### config.mk
export PLATFORM = sky130hd
export DESIGN_NAME = cabx_execute
export DESIGN_NICKNAME = d
export VERILOG_FILES = /design/src/shared/cabx_pkg.sv /design/src/hdl/cabx_alu.sv /design/src/hdl/cabx_execute.sv
export SDC_FILE = /design/constraint.sdc
export NUM_CORES = 1
export LEC_CHECK = 0
export BUFFER_PORTS_ARGS = -buffer_cell sky130_fd_sc_hd__buf_4
export CAP_MARGIN = 15
export CORE_UTILIZATION = 58
export DETAILED_ROUTE_END_ITERATION = 16
export PLACE_DENSITY = 0.93
export SYNTH_ARGS = -nofsm -noshare
export SYNTH_HDL_FRONTEND = slang
export SYNTH_SLANG_ARGS = --single-unit
export TNS_END_PERCENT = 5
### constraint.sdc
create_clock -name core_clk_in -period 13.3 [get_ports core_clk_in]
set_input_delay 1.995 -clock core_clk_in [delete_from_list [all_inputs] [get_ports core_clk_in]]
set_output_delay 1.995 -clock core_clk_in [all_outputs]
set_load 0.05 [all_outputs]
### src/shared/cabx_pkg.sv
// constants and types for the execute block
// assumes one core clock, synchronous active-high reset
package cabx_pkg;
  // ****************
  // operations
  // ****************
  typedef enum logic [5:0] {
    op_none, op_add, op_add_carry, op_add_immediate_word, op_subtract,
    op_subtract_immediate, op_subtract_with_borrow, op_subtract_immediate_with_borrow,
    op_subtract_immediate_word, op_and, op_and_immediate, op_or, op_or_immediate,
    op_exclusive_or, op_clear_bits_by_mask, op_set_bits_by_mask, op_test_zero_minus,
    op_pointer_jump, op_pointer_subroutine, op_compare_skip_equal, op_compare_immediate,
    op_skip_reg_bit_clear, op_skip_reg_bit_set, op_skip_io_bit_clear, op_skip_io_bit_set,
    op_branch_status_bit_set, op_branch_status_bit_clear, op_branch_signed_ge,
    op_branch_signed_lt, op_branch_half_carry_set, op_branch_half_carry_clear,
    op_branch_irq_enabled, op_branch_irq_disabled, op_set_io_bit, op_clear_io_bit,
    op_rotate_left_carry
  } cabx_op_t;

  typedef enum logic [2:0] {fn_add, fn_sub, fn_and, fn_or, fn_xor, fn_rol} cabx_fn_t;

  // ****************
  // status bit positions
  // ****************
  localparam int FLAG_C = 0;
  localparam int FLAG_Z = 1;
  localparam int FLAG_N = 2;
  localparam int FLAG_V = 3;
  localparam int FLAG_S = 4;
  localparam int FLAG_H = 5;
  localparam int FLAG_I = 7;
  localparam logic [7:0] STATUS_RESET = 8'h00;

  // ****************
  // limits and cycle counts
  // ****************
  localparam logic [5:0] IO_BIT_ADDR_MAX = 6'h1f;
  localparam logic [7:0] MASK_ALL        = 8'hff;
  localparam logic [1:0] CYC_ONE         = 2'h1;
  localparam logic [1:0] CYC_WORD        = 2'h2;
  localparam logic [1:0] CYC_JUMP        = 2'h2;
  localparam logic [1:0] CYC_CALL        = 2'h3;
  localparam logic [1:0] CYC_SKIP_ONE    = 2'h2;
  localparam logic [1:0] CYC_SKIP_TWO    = 2'h3;
  localparam logic [1:0] CYC_BR_TAKEN    = 2'h2;
  localparam logic [1:0] CYC_IO_BIT      = 2'h2;
endpackage

### src/hdl/cabx_alu.sv
// byte arithmetic and logic unit, purely combinational
// assumes operands and carry-in are stable for the cycle
`timescale 1ns/1ps
module cabx_alu (
  // operation
  input  cabx_pkg::cabx_fn_t fn_in,
  input  logic [7:0]         a_in,
  input  logic [7:0]         b_in,
  input  logic               cin_in,
  // result and flags
  output logic [7:0]         res_out,
  output logic               c_out,
  output logic               z_out,
  output logic               n_out,
  output logic               v_out,
  output logic               h_out
);
  logic [8:0] sum9;
  logic [8:0] dif9;

  assign sum9 = {1'b0, a_in} + {1'b0, b_in} + {8'h00, cin_in};
  assign dif9 = {1'b0, a_in} - {1'b0, b_in} - {8'h00, cin_in};

  always_comb begin
    res_out = sum9[7:0];
    c_out   = sum9[8];
    v_out   = 1'b0;
    h_out   = 1'b0;
    case (fn_in)
      cabx_pkg::fn_add: begin
        v_out = (a_in[7] & b_in[7] & ~res_out[7]) | (~a_in[7] & ~b_in[7] & res_out[7]);
        h_out = (a_in[3] & b_in[3]) | (b_in[3] & ~res_out[3]) | (~res_out[3] & a_in[3]);
      end
      cabx_pkg::fn_sub: begin
        res_out = dif9[7:0];
        c_out   = dif9[8];
        v_out   = (a_in[7] & ~b_in[7] & ~res_out[7]) | (~a_in[7] & b_in[7] & res_out[7]);
        h_out   = (~a_in[3] & b_in[3]) | (b_in[3] & res_out[3]) | (res_out[3] & ~a_in[3]);
      end
      cabx_pkg::fn_and: res_out = a_in & b_in;
      cabx_pkg::fn_or:  res_out = a_in | b_in;
      cabx_pkg::fn_xor: res_out = a_in ^ b_in;
      cabx_pkg::fn_rol: begin
        res_out = {a_in[6:0], cin_in};
        c_out   = a_in[7];
        v_out   = a_in[6] ^ a_in[7];
      end
      default: res_out = sum9[7:0];
    endcase
  end

  assign n_out = res_out[7];
  assign z_out = (res_out == 8'h00);
endmodule

### src/hdl/cabx_execute.sv
// execute stage: alu, word ops, jumps, skips, branches, io bits
// assumes operands are presented with start_in while busy_out is low
`timescale 1ns/1ps
module cabx_execute #(
  parameter int PC_W = 16
) (
  // clock and reset
  input  logic                 core_clk_in,
  input  logic                 sys_rst_in,
  // instruction issue
  input  logic                 start_in,
  input  cabx_pkg::cabx_op_t   op_in,
  input  logic [7:0]           rd_val_in,
  input  logic [7:0]           rdh_val_in,
  input  logic [7:0]           rr_val_in,
  input  logic [7:0]           imm_in,
  input  logic [2:0]           bit_sel_in,
  input  logic [6:0]           offset_in,
  input  logic [PC_W-1:0]      pc_in,
  input  logic [15:0]          z_ptr_in,
  input  logic                 next_two_word_in,
  // io space
  input  logic [5:0]           io_addr_in,
  input  logic [7:0]           io_rdata_in,
  // status load from elsewhere in the core
  input  logic                 status_load_in,
  input  logic [7:0]           status_wdata_in,
  // completion
  output logic                 busy_out,
  output logic                 done_out,
  output logic [7:0]           status_flags_out,
  // register file write
  output logic                 wr_en_out,
  output logic                 wr_word_out,
  output logic [7:0]           result_out,
  output logic [7:0]           result_hi_out,
  // program counter and stack
  output logic                 pc_load_out,
  output logic [PC_W-1:0]      pc_out,
  output logic                 push_out,
  output logic [PC_W-1:0]      ret_addr_out,
  // io write
  output logic                 io_we_out,
  output logic [5:0]           io_addr_out,
  output logic [7:0]           io_wdata_out
);
  // ****************
  // signals
  // ****************
  cabx_pkg::cabx_fn_t fn;
  logic [7:0]      opb;
  logic            cin;
  logic [7:0]      alu_res;
  logic            alu_c, alu_z, alu_n, alu_v, alu_h;
  logic [15:0]     word_in, word_sum, word_dif, word_res;
  logic            w_c, w_v;
  logic [PC_W-1:0] pc_seq, pc_rel, pc_skip1, pc_skip2;
  logic            take;
  logic            cond, is_skip, is_branch;
  logic            upd_znv, upd_c, upd_h, upd_s, word_src;
  logic            src_z, src_n, src_v, src_c;
  logic [7:0]      flags_next;
  logic [7:0]      res_lo, res_hi, io_wdata;
  logic            wr, wr_word, io_we, push;
  logic [PC_W-1:0] npc;
  logic [1:0]      cyc;
  logic [7:0]      status_flags_reg;
  logic [1:0]      cnt_reg;
  logic            pend_wr_reg, pend_word_reg, pend_io_reg, pend_push_reg;

  assign take = start_in & ~busy_out;

  cabx_alu u_alu (
    .fn_in   (fn),
    .a_in    (rd_val_in),
    .b_in    (opb),
    .cin_in  (cin),
    .res_out (alu_res),
    .c_out   (alu_c),
    .z_out   (alu_z),
    .n_out   (alu_n),
    .v_out   (alu_v),
    .h_out   (alu_h)
  );

  // ****************
  // word and pc arithmetic
  // ****************
  assign word_in  = {rdh_val_in, rd_val_in};
  assign word_sum = word_in + {10'h000, imm_in[5:0]};
  assign word_dif = word_in - {10'h000, imm_in[5:0]};
  assign pc_seq   = pc_in + PC_W'(1);
  assign pc_skip1 = pc_in + PC_W'(2);
  assign pc_skip2 = pc_in + PC_W'(3);
  assign pc_rel   = pc_in + PC_W'($signed(offset_in)) + PC_W'(1);

  // ****************
  // decode and execute
  // ****************
  always_comb begin
    fn        = cabx_pkg::fn_add;
    opb       = rr_val_in;
    cin       = 1'b0;
    upd_znv   = 1'b0;
    upd_c     = 1'b0;
    upd_h     = 1'b0;
    upd_s     = 1'b0;
    word_src  = 1'b0;
    wr        = 1'b0;
    wr_word   = 1'b0;
    io_we     = 1'b0;
    push      = 1'b0;
    cond      = 1'b0;
    is_skip   = 1'b0;
    is_branch = 1'b0;
    npc       = pc_seq;
    cyc       = cabx_pkg::CYC_ONE;
    io_wdata  = io_rdata_in;
    case (op_in)
      cabx_pkg::op_add, cabx_pkg::op_add_carry: begin
        cin = (op_in == cabx_pkg::op_add_carry) & status_flags_reg[cabx_pkg::FLAG_C];
        {wr, upd_znv, upd_c, upd_h} = 4'hf;
      end
      cabx_pkg::op_add_immediate_word: begin
        {wr_word, upd_znv, upd_c, upd_s, word_src} = 5'h1f;
        cyc = cabx_pkg::CYC_WORD;
      end
      cabx_pkg::op_subtract_immediate_word: begin
        {wr_word, upd_znv, upd_c, upd_s, word_src} = 5'h1f;
        cyc = cabx_pkg::CYC_WORD;
      end
      cabx_pkg::op_subtract, cabx_pkg::op_subtract_immediate: begin
        fn  = cabx_pkg::fn_sub;
        opb = (op_in == cabx_pkg::op_subtract) ? rr_val_in : imm_in;
        {wr, upd_znv, upd_c, upd_h} = 4'hf;
      end
      cabx_pkg::op_subtract_with_borrow, cabx_pkg::op_subtract_immediate_with_borrow: begin
        fn  = cabx_pkg::fn_sub;
        opb = (op_in == cabx_pkg::op_subtract_with_borrow) ? rr_val_in : imm_in;
        cin = status_flags_reg[cabx_pkg::FLAG_C];
        {wr, upd_znv, upd_c, upd_h} = 4'hf;
      end
      cabx_pkg::op_and, cabx_pkg::op_and_immediate: begin
        fn  = cabx_pkg::fn_and;
        opb = (op_in == cabx_pkg::op_and) ? rr_val_in : imm_in;
        {wr, upd_znv} = 2'h3;
      end
      cabx_pkg::op_or, cabx_pkg::op_or_immediate, cabx_pkg::op_set_bits_by_mask: begin
        fn  = cabx_pkg::fn_or;
        opb = (op_in == cabx_pkg::op_or) ? rr_val_in : imm_in;
        {wr, upd_znv} = 2'h3;
      end
      cabx_pkg::op_exclusive_or: begin
        fn = cabx_pkg::fn_xor;
        {wr, upd_znv} = 2'h3;
      end
      cabx_pkg::op_clear_bits_by_mask: begin
        fn  = cabx_pkg::fn_and;
        opb = cabx_pkg::MASK_ALL - imm_in;
        {wr, upd_znv} = 2'h3;
      end
      cabx_pkg::op_test_zero_minus: begin
        fn      = cabx_pkg::fn_and;
        opb     = rd_val_in;
        upd_znv = 1'b1;
      end
      cabx_pkg::op_pointer_jump: begin
        npc = z_ptr_in[PC_W-1:0];
        cyc = cabx_pkg::CYC_JUMP;
      end
      cabx_pkg::op_pointer_subroutine: begin
        npc  = z_ptr_in[PC_W-1:0];
        push = 1'b1;
        cyc  = cabx_pkg::CYC_CALL;
      end
      cabx_pkg::op_compare_skip_equal: begin
        is_skip = 1'b1;
        cond    = (rd_val_in == rr_val_in);
      end
      cabx_pkg::op_compare_immediate: begin
        fn  = cabx_pkg::fn_sub;
        opb = imm_in;
        {upd_znv, upd_c, upd_h} = 3'h7;
      end
      cabx_pkg::op_skip_reg_bit_clear, cabx_pkg::op_skip_reg_bit_set: begin
        is_skip = 1'b1;
        cond    = rr_val_in[bit_sel_in] == (op_in == cabx_pkg::op_skip_reg_bit_set);
      end
      cabx_pkg::op_skip_io_bit_clear, cabx_pkg::op_skip_io_bit_set: begin
        is_skip = 1'b1;
        cond    = io_rdata_in[bit_sel_in] == (op_in == cabx_pkg::op_skip_io_bit_set);
      end
      cabx_pkg::op_branch_status_bit_set, cabx_pkg::op_branch_status_bit_clear: begin
        is_branch = 1'b1;
        cond = status_flags_reg[bit_sel_in] == (op_in == cabx_pkg::op_branch_status_bit_set);
      end
      cabx_pkg::op_branch_signed_ge: begin
        is_branch = 1'b1;
        cond = ~(status_flags_reg[cabx_pkg::FLAG_N] ^ status_flags_reg[cabx_pkg::FLAG_V]);
      end
      cabx_pkg::op_branch_signed_lt: begin
        is_branch = 1'b1;
        cond = status_flags_reg[cabx_pkg::FLAG_N] ^ status_flags_reg[cabx_pkg::FLAG_V];
      end
      cabx_pkg::op_branch_half_carry_set, cabx_pkg::op_branch_half_carry_clear: begin
        is_branch = 1'b1;
        cond = status_flags_reg[cabx_pkg::FLAG_H] == (op_in == cabx_pkg::op_branch_half_carry_set);
      end
      cabx_pkg::op_branch_irq_enabled, cabx_pkg::op_branch_irq_disabled: begin
        is_branch = 1'b1;
        cond = status_flags_reg[cabx_pkg::FLAG_I] == (op_in == cabx_pkg::op_branch_irq_enabled);
      end
      cabx_pkg::op_set_io_bit, cabx_pkg::op_clear_io_bit: begin
        io_we    = (io_addr_in <= cabx_pkg::IO_BIT_ADDR_MAX);
        io_wdata = (op_in == cabx_pkg::op_set_io_bit) ? (io_rdata_in | (8'h01 << bit_sel_in))
                                                      : (io_rdata_in & ~(8'h01 << bit_sel_in));
        cyc      = cabx_pkg::CYC_IO_BIT;
      end
      cabx_pkg::op_rotate_left_carry: begin
        fn  = cabx_pkg::fn_rol;
        cin = status_flags_reg[cabx_pkg::FLAG_C];
        {wr, upd_znv, upd_c} = 3'h7;
      end
      default: cyc = cabx_pkg::CYC_ONE;
    endcase
    if (is_skip && cond) begin
      npc = next_two_word_in ? pc_skip2 : pc_skip1;
      cyc = next_two_word_in ? cabx_pkg::CYC_SKIP_TWO : cabx_pkg::CYC_SKIP_ONE;
    end
    if (is_branch && cond) begin
      npc = pc_rel;
      cyc = cabx_pkg::CYC_BR_TAKEN;
    end
  end

  // ****************
  // flag sources
  // ****************
  assign word_res = (op_in == cabx_pkg::op_add_immediate_word) ? word_sum : word_dif;
  assign w_c = (op_in == cabx_pkg::op_add_immediate_word) ? (~word_res[15] & rdh_val_in[7])
                                                          : (word_res[15] & ~rdh_val_in[7]);
  assign w_v = (op_in == cabx_pkg::op_add_immediate_word) ? (~rdh_val_in[7] & word_res[15])
                                                          : (rdh_val_in[7] & ~word_res[15]);

  always_comb begin
    src_z  = word_src ? (word_res == 16'h0000) : alu_z;
    src_n  = word_src ? word_res[15] : alu_n;
    src_v  = word_src ? w_v : alu_v;
    src_c  = word_src ? w_c : alu_c;
    res_lo = word_src ? word_res[7:0] : alu_res;
    res_hi = word_src ? word_res[15:8] : rdh_val_in;
    flags_next = status_flags_reg;
    if (upd_znv) begin
      flags_next[cabx_pkg::FLAG_Z] = src_z;
      flags_next[cabx_pkg::FLAG_N] = src_n;
      flags_next[cabx_pkg::FLAG_V] = src_v;
    end
    if (upd_c) begin
      flags_next[cabx_pkg::FLAG_C] = src_c;
    end
    if (upd_h) begin
      flags_next[cabx_pkg::FLAG_H] = alu_h;
    end
    if (upd_s) begin
      flags_next[cabx_pkg::FLAG_S] = src_n ^ src_v;
    end
  end

  // ****************
  // status register
  // ****************
  always_ff @(posedge core_clk_in) begin
    if (sys_rst_in) begin
      status_flags_reg <= cabx_pkg::STATUS_RESET;
    end else if (take) begin
      status_flags_reg <= flags_next;
    end else if (status_load_in) begin
      status_flags_reg <= status_wdata_in;
    end
  end
  assign status_flags_out = status_flags_reg;

  // ****************
  // cycle sequencing
  // ****************
  always_ff @(posedge core_clk_in) begin
    if (sys_rst_in) begin
      busy_out <= 1'b0;
      done_out <= 1'b0;
      cnt_reg  <= 2'h0;
    end else if (take) begin
      busy_out <= (cyc != cabx_pkg::CYC_ONE);
      done_out <= (cyc == cabx_pkg::CYC_ONE);
      cnt_reg  <= cyc - 2'h1;
    end else begin
      busy_out <= busy_out & (cnt_reg != 2'h1);
      done_out <= busy_out & (cnt_reg == 2'h1);
      cnt_reg  <= busy_out ? cnt_reg - 2'h1 : 2'h0;
    end
  end

  // ****************
  // strobes at completion
  // ****************
  always_ff @(posedge core_clk_in) begin
    if (sys_rst_in) begin
      {pend_wr_reg, pend_word_reg, pend_io_reg, pend_push_reg} <= 4'h0;
      {wr_en_out, wr_word_out, io_we_out, push_out, pc_load_out} <= 5'h00;
    end else if (take) begin
      {pend_wr_reg, pend_word_reg, pend_io_reg, pend_push_reg} <= {wr, wr_word, io_we, push};
      {wr_en_out, wr_word_out, io_we_out, push_out} <= (cyc == cabx_pkg::CYC_ONE) ?
                                                       {wr, wr_word, io_we, push} : 4'h0;
      pc_load_out <= (cyc == cabx_pkg::CYC_ONE);
    end else if (busy_out && cnt_reg == 2'h1) begin
      {wr_en_out, wr_word_out, io_we_out, push_out} <=
        {pend_wr_reg, pend_word_reg, pend_io_reg, pend_push_reg};
      pc_load_out <= 1'b1;
    end else begin
      {wr_en_out, wr_word_out, io_we_out, push_out, pc_load_out} <= 5'h00;
    end
  end

  // ****************
  // data held from issue
  // ****************
  always_ff @(posedge core_clk_in) begin
    if (sys_rst_in) begin
      result_out    <= 8'h00;
      result_hi_out <= 8'h00;
      pc_out        <= '0;
      ret_addr_out  <= '0;
      io_addr_out   <= 6'h00;
      io_wdata_out  <= 8'h00;
    end else if (take) begin
      result_out    <= res_lo;
      result_hi_out <= res_hi;
      pc_out        <= npc;
      ret_addr_out  <= pc_seq;
      io_addr_out   <= io_addr_in;
      io_wdata_out  <= io_wdata;
    end
  end
endmodule

; Word-level counts from Yosys, hierarchy flattened
; Cells that the tools add are included.
[totals]
reg_bits = 83
inputBits = 107
output_inout_bits = 77
wordCells = 242
[op_classes]
n_addsub = 14
order_cmp = 2
eq_ne = 54
shifts = 1
n_mux = 67
bitwise = 46
reduce_logical = 35
[op_table]
columns = op, count
row1 = == test 6 x 5 -> 1 bit (second input constant), 16
row2 = two-way mux 16 bit, 5
row3 = two-way mux 8 bit, 8
row4 = one-hot mux 8 bit (7 select lines), 1
row5 = == test 6 x 4 -> 1 bit (second input constant), 8
row6 = one-hot mux 8 bit (5 select lines), 1
row7 = two-way mux 1 bit, 34
row8 = adder 16 x 1 -> 16 bit (second input constant), 2
row9 = adder 16 x 2 -> 16 bit (second input constant), 2
row10 = == test 6 x 3 -> 1 bit (second input constant), 4
row11 = == test 6 bit (second input constant), 4
row12 = OR reduction 2 bit, 12
row13 = AND 1 bit, 20
row14 = OR reduction 18 bit, 1
row15 = adder 16 bit, 1
row16 = adder 16 x 6 -> 16 bit, 1
row17 = AND 8 bit, 2
row18 = zero test 16 bit, 1
row19 = OR 8 bit, 2
row20 = subtractor 16 x 6 -> 16 bit, 1
row21 = one-hot mux 3 bit (5 select lines), 1
row22 = OR reduction 5 bit, 3
row23 = OR reduction 14 bit, 1
row24 = == test 6 x 2 -> 1 bit (second input constant), 2
row25 = other kinds (41), 86

; Logic depth before layout (Yosys ltp)
; Gate-level depths: netlist of the first run.
[logic_depth]
word_depth = 13
depth_mapped = 23

; By module
; Synthesis of the first run repeated with hierarchy kept, for this count alone.
[hier_totals]
cells_unflattened = 1236
hier_area_um2 = 8878.5
[by_module_without_submodules]
columns = mod, n_inst, cells_each, area_per_inst_um2, seq_area_each_um2
row1 = cabx_execute, 1, 1009, 7178.1, 1641.6
row2 = cabx_alu, 1, 227, 1700.4, 0.0

; Worst setup path before layout of the first run
; Ideal clock, no wire load.
[synth_path]
path_type = input to register
start = in op_in[0]
end = reg status_flags_reg[4], in the netlist status_flags_out[4]
t_arrival_ns = 6.091
required_ns = 13.197
slack_ns = 7.105
cell_stages = 22
n_path_buf = 2
cell_sequence = buf_2 -> buf_4 -> and2_1 -> o21ai_0 -> a21o_1 -> a21oi_1 -> a31oi_1 -> a21oi_1 -> a221oi_1 -> inv_1 -> ha_1 -> inv_1 -> ha_1 -> nor3_1 -> a311oi_1 -> a21o_1 -> a21oi_1 -> xnor2_1 -> a221o_1 -> o21ai_1 -> xnor2_1 -> a2111oi_2
[synth_via]
elab_chain_len = 13
[synth_lines]
columns = element, line
row1 = from (decl), cabx_execute.sv:12  ; input cabx_pkg::cabx_op_t op_in,
row2 = == test 6 x 4 -> 1 bit (tied with other cells), "cabx_execute.sv:119, cabx_execute.sv:150"
row3 = OR reduction 3 bit (tied with other cells), -
row4 = one-hot mux 8 bit (7 select lines), cabx_execute.sv:119  ; case (op_in)
row5 = subtractor 8 x 8 -> 9 bit / adder 8 x 8 -> 9 bit (equally long branches), "cabx_alu.sv:22, cabx_alu.sv:21"
row6 = subtractor 9 x 1 -> 9 bit / adder 9 x 1 -> 9 bit (equally long branches), "cabx_alu.sv:22, cabx_alu.sv:21"
row7 = "inverter 1 bit, on equally long branches", "cabx_alu.sv:37, cabx_alu.sv:31"
row8 = "AND 1 bit, on equally long branches", "cabx_alu.sv:37, cabx_alu.sv:31"
row9 = "OR 1 bit, on equally long branches", "cabx_alu.sv:37, cabx_alu.sv:31"
row10 = one-hot mux 1 bit (3 select lines), cabx_alu.sv:29  ; case (fn_in)
row11 = two-way mux 1 bit, cabx_execute.sv:248  ; src_v = word_src ? w_v : alu_v;
row12 = bitwise XOR 1 bit, cabx_execute.sv:265  ; flags_next[cabx_pkg::FLAG_S] = src_n ^ src_v;
row13 = two-way mux 1 bit, cabx_execute.sv:264  ; if (upd_s) begin
row14 = two-way mux 6 bit, cabx_execute.sv:275  ; end else if (take) begin
row15 = to (signal assigned), cabx_execute.sv:274  ; status_flags_reg <= cabx_pkg::STATUS_RESET;
row16 = to (signal assigned), cabx_execute.sv:276  ; status_flags_reg <= flags_next;
row17 = to (signal assigned), cabx_execute.sv:278  ; status_flags_reg <= status_wdata_in;
row18 = to (decl), cabx_execute.sv:67  ; logic [7:0] status_flags_reg;
; Several ways; a longest one is shown, not always the timed one. The select of a mux whose other input is x is not followed.
; A chain may end at the register's enable or synchronous reset.

; Worst setup path after layout of the first run
[layout_path]
start = in op_in[2]
end = reg status_flags_reg[4], in the netlist status_flags_out[4]
; Same word-level chain as after synthesis.

==> key figures, run 1 <==
Global routing
  – First-pass GRT wire length: around 45000 um
  – Vias in the first global route: 8985
  – Initial antenna violation count: 0
  – Largest net degree at the start of global routing: 85
  – GRT overflow: 0
  – GRT Total Usage: 37.0%

Placed design
  – RD Place Congestion: around 1
  – Placed cell area: roughly 10000 um2
  – PortBufs: about 180
  – Post-DP HPWL: 21400 um
  – Inst Count DP: 1464

Floorplan
  – Rows: 44
  – Die Area: 15400 um2
  – Die height: 124 um
  – IO Count: approximately 180
  – Die Width: between 100 and 150 um
  – Initial core utilization: roughly 59%
  – CORE AREA: 14500 um2

Cells and area
  – Final #Nets: 1475
  – Commonest non-fill, non-tap cell in the layout: buf_4
  – # fillers: 1185
  – # diodes: 0
  – Most frequent cells in the layout: buf_4, nor2_1, nand2_1
  – P&R area growth vs syn: 19.2%
  – Final cell count without fillers: 1480
  – Layout cell share with drive strength beyond 1: approximately a fifth
  – Largest regs: pc_out x16, ret_addr_out x16
  – Post-route cell area: roughly 10000 um2

Clock network
  – Post-CTS Setup Bufs: 0
  – Post-CTS sizing: 0
  – TritonCTS clock tree: done
  – H-tree depth: 3
  – TritonCTS buffer count: 9
  – Clk_lat worst skew: around 0.35 ns
  – Reg clk slew, reported paths: 0.06 ns
  – Sink Count: between 80 and 90
  – CTS Hold Bufs: 0
  – Maximum root-to-sink buffer count: 2
  – Clock root cell: clkbuf_16

STA
  – Final Hold Vio Count: 0
  – RSZ-0062 raised after global routing: no
  – Final setup fails: 0
  – Fin crit share: roughly half
  – Min Clock Period, post-route: about 6.4 ns
  – Worst-Margin Slew: around 1.2 ns
  – Fmax: between 150 and 200 MHz
  – Post-route clock skew: ~0.011 ns
  – Slew HR: 20.4%
  – Fin. max-slew vios: 0
  – WHS: between 0.4 and 0.5 ns
  – Setup TNS Final: 0 ns

Power and ir drop
  – Max VDD drop: between 0.07 and 0.08 mV
  – Sw Pwr: 0.396 mW
  – Comb pwr share: 44.0%
  – Leak: approximately 4.5 nW
  – Int Pwr: 0.579 mW
  – Sw Ratio: approximately two fifths
  – Clock power frac: 26.9%
  – Sequential Power Share: slightly below 30%
  – Pwr Density: about 95 nW/um2

Synthesis
  – Post-synth EDFFs: 0
  – Area leader, netlist: dfxtp_1
  – Ys async rst share: 0%
  – Top_reg_cell synth: dfxtp_1
  – Syn nets: 1349
  – Top post-synthesis cells by area: dfxtp_1, ha_1, nor2_1, a21oi_1, nand2_1
  – Syn avg cell area: about 7.4 um2
  – Mapped Cells: approximately 1200
  – Post-synthesis sequential area ratio: a little under a fifth
  – Synth top area share: a little under a fifth
  – Warnings from Yosys: 0
  – Cell variety after synth: 86
  – Yosys reg bits: 82
  – Area of the mapped netlist: approximately 8600 um2

Routing
  – First-iteration detailed-routing DRC count: approximately 1100
  – Drt drc: 0
  – WL/cell: between 15 and 20 um
  – Total wire length: between 20000 and 30000 um
  – DRT Pass-1 Iters: 6
  – Vias: 9733
  – Antenna-violating nets left: 0
  – DR vias/cell: ~6.6

Worst setup path
  – Crit path buf inv count: 1
  – Most used cell, CP: a21oi_1
  – Worst path slowest cell: fa_1
  – Crit Path Class: in2reg
  – Crit path from: op_in[2]
  – Reg-to-Reg Start: status_flags_out[0]
  – CP required: between 10 and 15 ns
  – Crit-path max FO: 32
  – CP Launch Type: primary input
  – Critical Path AT: 6.65 ns
  – CP cell instances: buf_4 > nor3b_1 > nand2_1 > a21o_1 > a21oi_1 > a31oi_1 > a21oi_1 > a221o_1 > fa_1 > ha_1 > o21ai_0 > a311oi_1 > a21o_1 > a21oi_1 > xnor2_1 > a221o_1 > o21ai_1 > xnor2_1 > a2111oi_2
  – Nature of the critical path endpoint: register
  – CP peak stage delay: ~0.48 ns
  – Top delay family on crit path: compound AO/OA/AOI/OAI gates

Hold path
  – Min-Delay Path Class: reg2reg
  – Hold Path Origin: io_addr_out[1]

Job
  – Max-cap violations: 0

Run status
  – Status: completed
[layer usage]
| metal | track usage [%] | share of wire (%) | vias to the layer above | routed length (um) |
|---|---|---|---|---|
| met2 | 58.6 | 46 | 627 | 13100 |
| li1 | - | - | 4493 | - |
| met1 | 47.3 | 40 | 4510 | 11500 |
| met5 | 0 | 0 | - | 0 |
| met3 | 8.70 | 11 | 103 | 3090 |
| met4 | 17.1 | 3.7 | 0 | 1070 |
[cells in the mapped netlist (8+ instances only)]
master,n
a211oi_1,32
a21o_1,21
a21oi_1,101
a311oi_1,11
a31oi_1,16
and3_1,11
buf_2,12
clkbuf_1,54
dfxtp_1,82
ha_1,70
inv_1,48
mux2i_1,20
nand2_1,104
nand2b_1,12
nand3_1,31
nand4_1,11
nor2_1,139
nor2b_1,17
nor3_1,21
o211a_1,8
o211ai_1,20
o21a_1,11
o21ai_0,74
or3_1,13
xnor2_1,43
xor2_1,29
[power by group through the flow]
| stage | logic (mW) | clock network (mW) | registers [mW] |
|---|---|---|---|
| final | 0.429 | 0.262 | 0.283 |
| after global routing | 0.461 | 0.274 | 0.285 |
| after CTS | 0.422 | 0.266 | 0.283 |
| after detailed placement | 0.418 | 0 | 0.288 |
| after global placement | 0.411 | 0 | 0.287 |
| after floorplan | 0.226 | 0 | 0.355 |
[worst reg2reg max path: stages, from the launching register on]
cell and delay [ns]:
dfxtp_1 0.43, nor4bb_1 0.38, nand2_1 0.17, inv_1 0.11, fa_1 0.46, ha_1 0.22, o21ai_0 0.30, a311oi_1 0.19
a21o_1 0.21, a21oi_1 0.18, xnor2_1 0.12, a221o_1 0.38, o21ai_1 0.15, xnor2_1 0.12, a2111oi_2 0.35
[final cells by class]
cell class | instances | area, um2 | area share (%)
repair buffers | 191 | 1430 | 13.9
well taps | 184 | 230 | 2.24
flip-flops and latches | 82 | 1640 | 15.9
clock buffers | 10 | 239 | 2.32
inverters | 48 | 180 | 1.75
clock inverters | 6 | 72.6 | 0.705
multi-input cells | 959 | 6500 | 63.1
[logic make-up (layout without fill, tap and decap cells)]
logic type	count (synthesis)	after routing	share of synthesized area, %
simple gates	404	404	22.2
compound gates	379	379	29.7
buf+inv	124	255	5.88
flops	82	82	19.0
fa+ha+maj	77	77	11.8
xor+xnor	73	73	7.56
mux	26	26	3.88
[path summary, 6_finish.rpt]
path / to / slack [ns] / cells past startpoint
setup / recovery: status_flags_out[4] / 6.88 / 19
hold / removal: io_addr_out[1] / 0.45 / 2
setup reg to reg: status_flags_out[4] / 9.43 / 14
hold reg to reg: io_addr_out[1] / 0.45 / 2
[through the flow]
step / util (%) / setup WS [ns] / power [mW]
2_1_floorplan: - / 7.11 / 0.580
4_1_cts: 70.9 / 6.98 / 0.970
6_report: 70.9 / 6.88 / 0.975
3_5_place_dp: 68.7 / 6.63 / 0.706
5_1_grt: 70.9 / 6.34 / 1.02
3_3_place_gp: 68.7 / 6.73 / 0.699
(Power assumes the default switching activity.)
==> run 2: changes to the inputs <==
- ABC_AREA: default -> 1
- CORE_UTILIZATION: 58 -> 57
- PLACE_DENSITY: 0.93 -> 0.91
- clock period: 13.3 -> 6.1 ns (I/O delays scaled with it)
==> key figures, run 2 <==
Run status
  – Status: completed (unchanged)

Worst setup path
  – CP Launch Type: primary input (unchanged)
  – CP required: 6.34 ns (was 13.54 ns)
  – Crit-path max FO: 17 (was 32)
  – Setup slack, reg-to-reg: 2.83 ns (was 9.43 ns)
  – R2R Path End: status_flags_out[0] (was status_flags_out[4])
  – Critical Path AT: 5.33 ns (was 6.65 ns)
  – Crit Path Class: in2reg (unchanged)
  – Nature of the critical path endpoint: register (unchanged)
  – Reg-to-Reg Start: status_flags_out[0] (unchanged)
  – Reg2Reg Depth: 21 (was 14)

Clock network
  – H-tree depth: 3 (unchanged)
  – Post-CTS sizing: 0 (unchanged)
  – TritonCTS clock tree: done (unchanged)
  – CTS Hold Bufs: 0 (unchanged)
  – Post-CTS Setup Bufs: 0 (unchanged)
  – Clock root cell: clkbuf_16 (unchanged)
  – Clk_lat worst skew: 0.36 ns (was 0.35 ns)
  – Sink Count: 82 (unchanged)
  – Maximum root-to-sink buffer count: 2 (unchanged)
  – TritonCTS buffer count: 9 (unchanged)
  – Reg clk slew, reported paths: 0.08 ns (was 0.06 ns)

Synthesis
  – Area of the mapped netlist: 9270 um2 (was 8640 um2)
  – Syn nets: 1734 (was 1349)
  – Synth top area share: 17.7% (was 19.0%)
  – Post-synthesis sequential area ratio: 17.7% (was 19.0%)
  – Area leader, netlist: dfxtp_1 (unchanged)
  – Most frequent cell after synthesis: nand2_1 (was nor2_1)
  – Cell variety after synth: 47 (was 86)
  – Commonest cells in the netlist: nand2_1, inv_1, nor2_1, nand3_1, o21ai_0 (was nor2_1, nand2_1, a21oi_1, dfxtp_1, o21ai_0)
  – Top_reg_cell synth: dfxtp_1 (unchanged)
  – Syn avg cell area: 5.98 um2 (was 7.41 um2)
  – Warnings from Yosys: 0 (unchanged)
  – Post-synth EDFFs: 0 (unchanged)
  – Top post-synthesis cells by area: dfxtp_1, nand2_1, ha_1, inv_1, nor2_1 (was dfxtp_1, ha_1, nor2_1, a21oi_1, nand2_1)
  – Mapped Cells: 1550 (was 1165)
  – Ys async rst share: 0% (unchanged)
  – Yosys reg bits: 82 (unchanged)

Power and ir drop
  – Pwr Density: 200 nW/um2 (was 94.6 nW/um2)
  – Leak: 5.83 nW (was 4.46 nW)
  – Max VDD drop: 0.187 mV (was 0.0752 mV)

Routing
  – Total wire length: 34800 um (was 28900 um)
  – Vias: 11300 (was 9733)
  – WL/cell: 18.1 um (was 19.5 um)
  – First-iteration detailed-routing DRC count: 1002 (was 1127)
  – Antenna-violating nets left: 0 (unchanged)
  – DR vias/cell: 5.85 (was 6.58)
  – DRT Pass-1 Iters: 5 (was 6)
  – Drt drc: 0 (unchanged)

Global routing
  – Vias in the first global route: 10200 (was 8985)
  – Met2 usage: 67.2% (was 58.6%)
  – Met3 global-route usage: 8.13% (was 8.70%)
  – GRT overflow: 0 (unchanged)
  – GRT Total Usage: 41.3% (was 37.0%)
  – Initial antenna violation count: 1 (was 0)
  – Largest net degree at the start of global routing: 85 (unchanged)
  – M1 GR Usage: 53.3% (was 47.3%)
  – First-pass GRT wire length: 53500 um (was 44500 um)
  – GRT busiest layer: met2 (unchanged)

Floorplan
  – Die Area: 16800 um2 (was 15400 um2)
  – Rows: 46 (was 44)
  – Initial core utilization: 58.4% (was 59.4%)
  – IO Count: 184 (unchanged)
  – Die height: 130 um (was 124 um)
  – CORE AREA: 15900 um2 (was 14500 um2)
  – Die Width: 130 um (was 124 um)

Job
  – Max-cap violations: 0 (unchanged)

Cells and area
  – Final #Nets: 1891 (was 1475)
  – Layout cell share with drive strength beyond 1: 13.9% (was 18.8%)
  – Most frequent cells in the layout: nand2_1, inv_1, buf_4 (was buf_4, nor2_1, nand2_1)
  – P&R area growth vs syn: 19.6% (was 19.2%)
  – Largest regs: pc_out x16, ret_addr_out x16 (unchanged)
  – Final core occ: 69.8% (was 70.9%)
  – Commonest non-fill, non-tap cell in the layout: nand2_1 (was buf_4)
  – # diodes: 0 (unchanged)

STA
  – Post-route clock skew: 0.0124 ns (was 0.0115 ns)
  – Fmax: 196 MHz
  – Setup TNS Final: 0 ns (unchanged)
  – Final setup fails: 0 (unchanged)
  – RSZ-0062 raised after global routing: no (unchanged)
  – Worst-Margin Slew: 0.839 ns (was 1.19 ns)
  – Fin. max-slew vios: 0 (unchanged)
  – Final Hold Vio Count: 0 (unchanged)
  – Slew HR: 43.5% (was 20.4%)
  – Min Clock Period, post-route: around 5.1 ns
  – Fin crit share: ~84%

Placed design
  – Post-DP HPWL: 26900 um (was 21400 um)
  – RD Place Congestion: 1.04 (was 0.989)
  – PortBufs: 183 (unchanged)

Hold path
  – Hold path cells: 2 (unchanged)
  – Hold Path Origin: pend_push_reg (was io_addr_out[1])
  – Min-Delay Path Class: reg2reg (unchanged)
  – Hold endpoint: push_out (was io_addr_out[1])
run 2: cell count changes after synthesis, moves of 19 or more:
cell / change
a211oi_1: -24
clkbuf_1: -23
inv_1: +178
nand2_1: +255
nand3_1: +84
nor2_1: +23
o21ai_0: +41
xnor2_1: -19
run 2: worst max path at each step:
stage | cells past startpoint | startpoint | slack [ns] | endpoint
floorplan | 29 | op_in[1] | 1.54 | status_flags_out[1]
global placement | 27 | op_in[4] | 0.87 | status_flags_out[1]
detailed placement | 26 | op_in[4] | 0.75 | status_flags_out[0]
CTS | 26 | op_in[4] | 1.09 | status_flags_out[0]
global route | 29 | op_in[1] | 0.58 | status_flags_out[1]
finish | 25 | op_in[4] | 1.00 | status_flags_out[0]
run 2: final cells by class:
class,instances,area (um2)
clock buffer,9,225
tap,216,270
multi-input combinational,1191,6540
inverter,230,863
timing repair buffer,193,1470
clock inverter,7,81.3
sequential,82,1640
fill,1488,4790
run 2: worst max-delay path, stage by stage:
cell     delay, ns
buf_4         0.13
nor2_2        0.52
nand3_1       0.53
nand2_1       0.17
inv_1         0.06
nand3_1       0.23
o21ai_0       0.25
fa_1          0.63
ha_1          0.16
inv_1         0.04
nand2_1       0.09
inv_1         0.06
fa_1          0.41
inv_1         0.07
nand4_1       0.11
nand3_1       0.10
nand2_1       0.08
a21oi_1       0.21
o21ai_0       0.12
nand3_1       0.08
nand2_1       0.06
nand2_1       0.05
nand3_1       0.06
o21ai_0       0.11
a21oi_1       0.09
run 2: cell families after synthesis:
family / Yosys count / synth area share, %
compound gates: 328 / 20.3
xor+xnor: 64 / 6.05
fa+ha+maj: 77 / 11.0
buf+inv: 277 / 11.8
flops: 82 / 17.7
mux: 3 / 0.324
simple gates: 719 / 32.9
run 2: per-layer routing:
metal,vias to the layer above,part of all wire (%),routed length (um)
li1,5422,-,-
met2,670,45,15600
met1,5087,41,14200
met4,0,4.3,1490
met3,95,10,3560
met5,-,0,0
run 2: report_power, final:
group          leakage [nW]  switching (mW)  internal [mW]
logic                  5.00           0.689          0.337
clock network         0.150           0.280          0.293
registers             0.678          0.0342          0.584
run 2: through the flow:
step	power [mW]	cells	setup WS [ns]	hold WS [ns]	instance area, um2
after floorplan	1.30	1550	1.54	0.441	9270
after global placement	1.61	1911	0.866	0.456	10800
after detailed placement	1.62	1911	0.746	0.461	10800
after CTS	2.18	1927	1.09	0.467	11100
after global routing	2.33	1928	0.576	0.502	11100
final	2.22	1928	1.00	0.464	11100
==> run 3: changes to the inputs <==
- CORE_UTILIZATION: 57 -> 52
- PLACE_DENSITY: 0.91 -> 0.88
- clock period: 6.1 -> 4.3 ns (I/O delays scaled with it)
==> key figures, run 3 (synthesis gave the netlist of run 2 again) <==
STA
  – Final Hold Vio Count: 0 (unchanged)
  – Worst-Margin Slew: 0.729 ns (was 0.839 ns)
  – Final setup margin: 0.191 ns (was 1.00 ns)
  – Post-route clock skew: 0.00566 ns (was 0.0124 ns)
  – Min Clock Period, post-route: roughly 4.1 ns
  – Fmax: ~240 MHz
  – Slew HR: 51.0% (was 43.5%)
  – Fin crit share: 95.6%
  – WHS: 0.471 ns (was 0.464 ns)
  – Final setup fails: 0 (unchanged)
  – Fin. max-slew vios: 0 (unchanged)

Placed design
  – PortBufs: 183 (unchanged)
  – RD Place Congestion: 0.994 (was 1.04)
  – Pre-CTS WS: -0.237 ns (was 0.746 ns)
  – Placed cell area: 11600 um2 (was 10800 um2)
  – Post-DP HPWL: 29000 um (was 26900 um)

Global routing
  – Initial antenna violation count: 1 (unchanged)
  – Largest net degree at the start of global routing: 43 (was 85)
  – M1 GR Usage: 51.1% (was 53.3%)
  – Vias in the first global route: 11000 (was 10200)
  – GRT overflow: 0 (unchanged)
  – Met3 global-route usage: 8.08% (was 8.13%)
  – Met2 usage: 64.6% (was 67.2%)
  – First-pass GRT wire length: 56900 um (was 53500 um)
  – GRT busiest layer: met2 (unchanged)
  – GRT Total Usage: 40.1% (was 41.3%)

Clock network
  – Reg clk slew, reported paths: 0.07 ns (was 0.08 ns)
  – CTS Hold Bufs: 0 (unchanged)
  – H-tree depth: 3 (unchanged)
  – Sink Count: 82 (unchanged)
  – Clock root cell: clkbuf_16 (unchanged)
  – Clk_lat worst skew: 0.35 ns (was 0.36 ns)
  – Maximum root-to-sink buffer count: 2 (unchanged)
  – TritonCTS clock tree: done (unchanged)
  – TritonCTS buffer count: 9 (unchanged)

Cells and area
  – # fillers: 1589 (was 1488)
  – Layout cell share with drive strength beyond 1: 20.3% (was 13.9%)
  – Final #Nets: 2004 (was 1891)
  – Most frequent cells in the layout: nand2_1, buf_4, inv_1 (was nand2_1, inv_1, buf_4)
  – Post-route cell area: 12100 um2 (was 11100 um2)
  – Commonest non-fill, non-tap cell in the layout: nand2_1 (unchanged)
  – Largest regs: pc_out x16, ret_addr_out x16 (unchanged)
  – P&R area growth vs syn: 30.1% (was 19.6%)

Power and ir drop
  – Sequential Power Share: 26.5% (was 27.9%)
  – Clock power frac: 24.9% (was 25.8%)
  – Pwr Density: 276 nW/um2 (was 200 nW/um2)
  – Max VDD drop: 0.213 mV (was 0.187 mV)
  – Leak: 6.41 nW (was 5.83 nW)
  – Sw Pwr: 1.43 mW (was 1.00 mW)
  – Int Pwr: 1.89 mW (was 1.21 mW)
  – Sw Ratio: 43.1% (was 45.3%)
  – Comb pwr share: 48.6% (was 46.3%)

Worst setup path
  – Nature of the critical path endpoint: register (unchanged)
  – Crit-path max FO: 7 (was 17)
  – CP required: 4.58 ns (was 6.34 ns)
  – Crit Path Class: in2reg (unchanged)
  – CP peak stage delay: 0.54 ns (was 0.63 ns)
  – Most used cell, CP: nand2_1
  – Worst path slowest cell: fa_1 (unchanged)
  – Critical Path AT: 4.39 ns (was 5.33 ns)
  – CP Launch Type: primary input (unchanged)

Hold path
  – Min-Delay Path Class: reg2reg (unchanged)

Job
  – Max-cap violations: 0 (unchanged)

Floorplan
  – IO Count: 184 (unchanged)
  – Die Width: 136 um (was 130 um)
  – Die height: 136 um (was 130 um)
  – Initial core utilization: 53.4% (was 58.4%)
  – Die Area: 18400 um2 (was 16800 um2)
  – Rows: 48 (was 46)
  – CORE AREA: 17400 um2 (was 15900 um2)

Routing
  – DR vias/cell: 5.70 (was 5.85)
  – First-iteration detailed-routing DRC count: 1235 (was 1002)
  – Vias: 11700 (was 11300)
  – WL/cell: 17.7 um (was 18.1 um)
  – Total wire length: 36300 um (was 34800 um)
  – Drt drc: 0 (unchanged)
  – DRT Pass-1 Iters: 6 (was 5)
  – Antenna-violating nets left: 0 (unchanged)

Run status
  – Status: completed (unchanged)
## run 3: cell types whose count changed in the layout (fill, tap and decap cells not counted), moves of 3 or more
cell and change:
nand2_2 +3, nor2_2 +3, nand2_1 -5, buf_4 +110, nor2_1 -4, o21ai_0 -3
## run 3: cell type report
class                      instances  area (um2)  area share (%)
sequential                        82        1640            13.6
tap                              225         282            2.33
timing repair buffer             306        2340            19.4
inverter                         230         863            7.16
clock buffer                       9         225            1.87
antenna                            1        2.50          0.0207
multi-input combinational       1191        6630            54.9
clock inverter                     7        83.8           0.695
## run 3: routing by layer
layer | routed length (um) | part of all wire, %
met1 | 14600 | 40
met2 | 16300 | 45
met3 | 3700 | 10
met4 | 1770 | 4.9
met5 | 0 | 0
## run 3: repair_timing
item / 4_1_cts / 5_1_grt
resized for setup: 0 / 28
setup buffers: 0 / 2
endpoints found under the hold margin: 0 / 0
setup endpoints to repair: 0 / 8
## run 3: path summary, 6_finish.rpt
kind                  startpoint             endpoint  slack (ns)  cells after the start
min reg2reg        pend_push_reg             push_out        0.47                      2
max reg2reg  status_flags_out[0]  status_flags_out[1]        1.06                     22
max                     op_in[4]  status_flags_out[1]        0.19                     30
min                pend_push_reg             push_out        0.47                      2
## run 3: per-stage QoR
step	utilization (%)	std cells	power (mW)	TNS, ns
6_report	69.5	2051	3.32	0
4_1_cts	68.7	2047	3.28	0
2_1_floorplan	-	1550	1.85	0
5_1_grt	69.5	2050	3.50	-0.146
3_3_place_gp	66.9	2031	2.43	-0.353
3_5_place_dp	66.9	2031	2.45	-0.944
## run 3: power by group through the flow
stage / clock network, mW / logic (mW) / registers, mW
3_3_place_gp: 0 / 1.53 / 0.894
5_1_grt: 0.857 / 1.76 / 0.886
4_1_cts: 0.834 / 1.56 / 0.879
2_1_floorplan: 0 / 0.745 / 1.11
3_5_place_dp: 0 / 1.55 / 0.895
6_report: 0.829 / 1.61 / 0.882
## run 3: worst max-delay path, delay by kind of cell
family	cells	cell delay, ns
buf+inv	7	0.62
simple gates	15	1.55
compound gates	5	0.62
fa+ha+maj	3	0.93
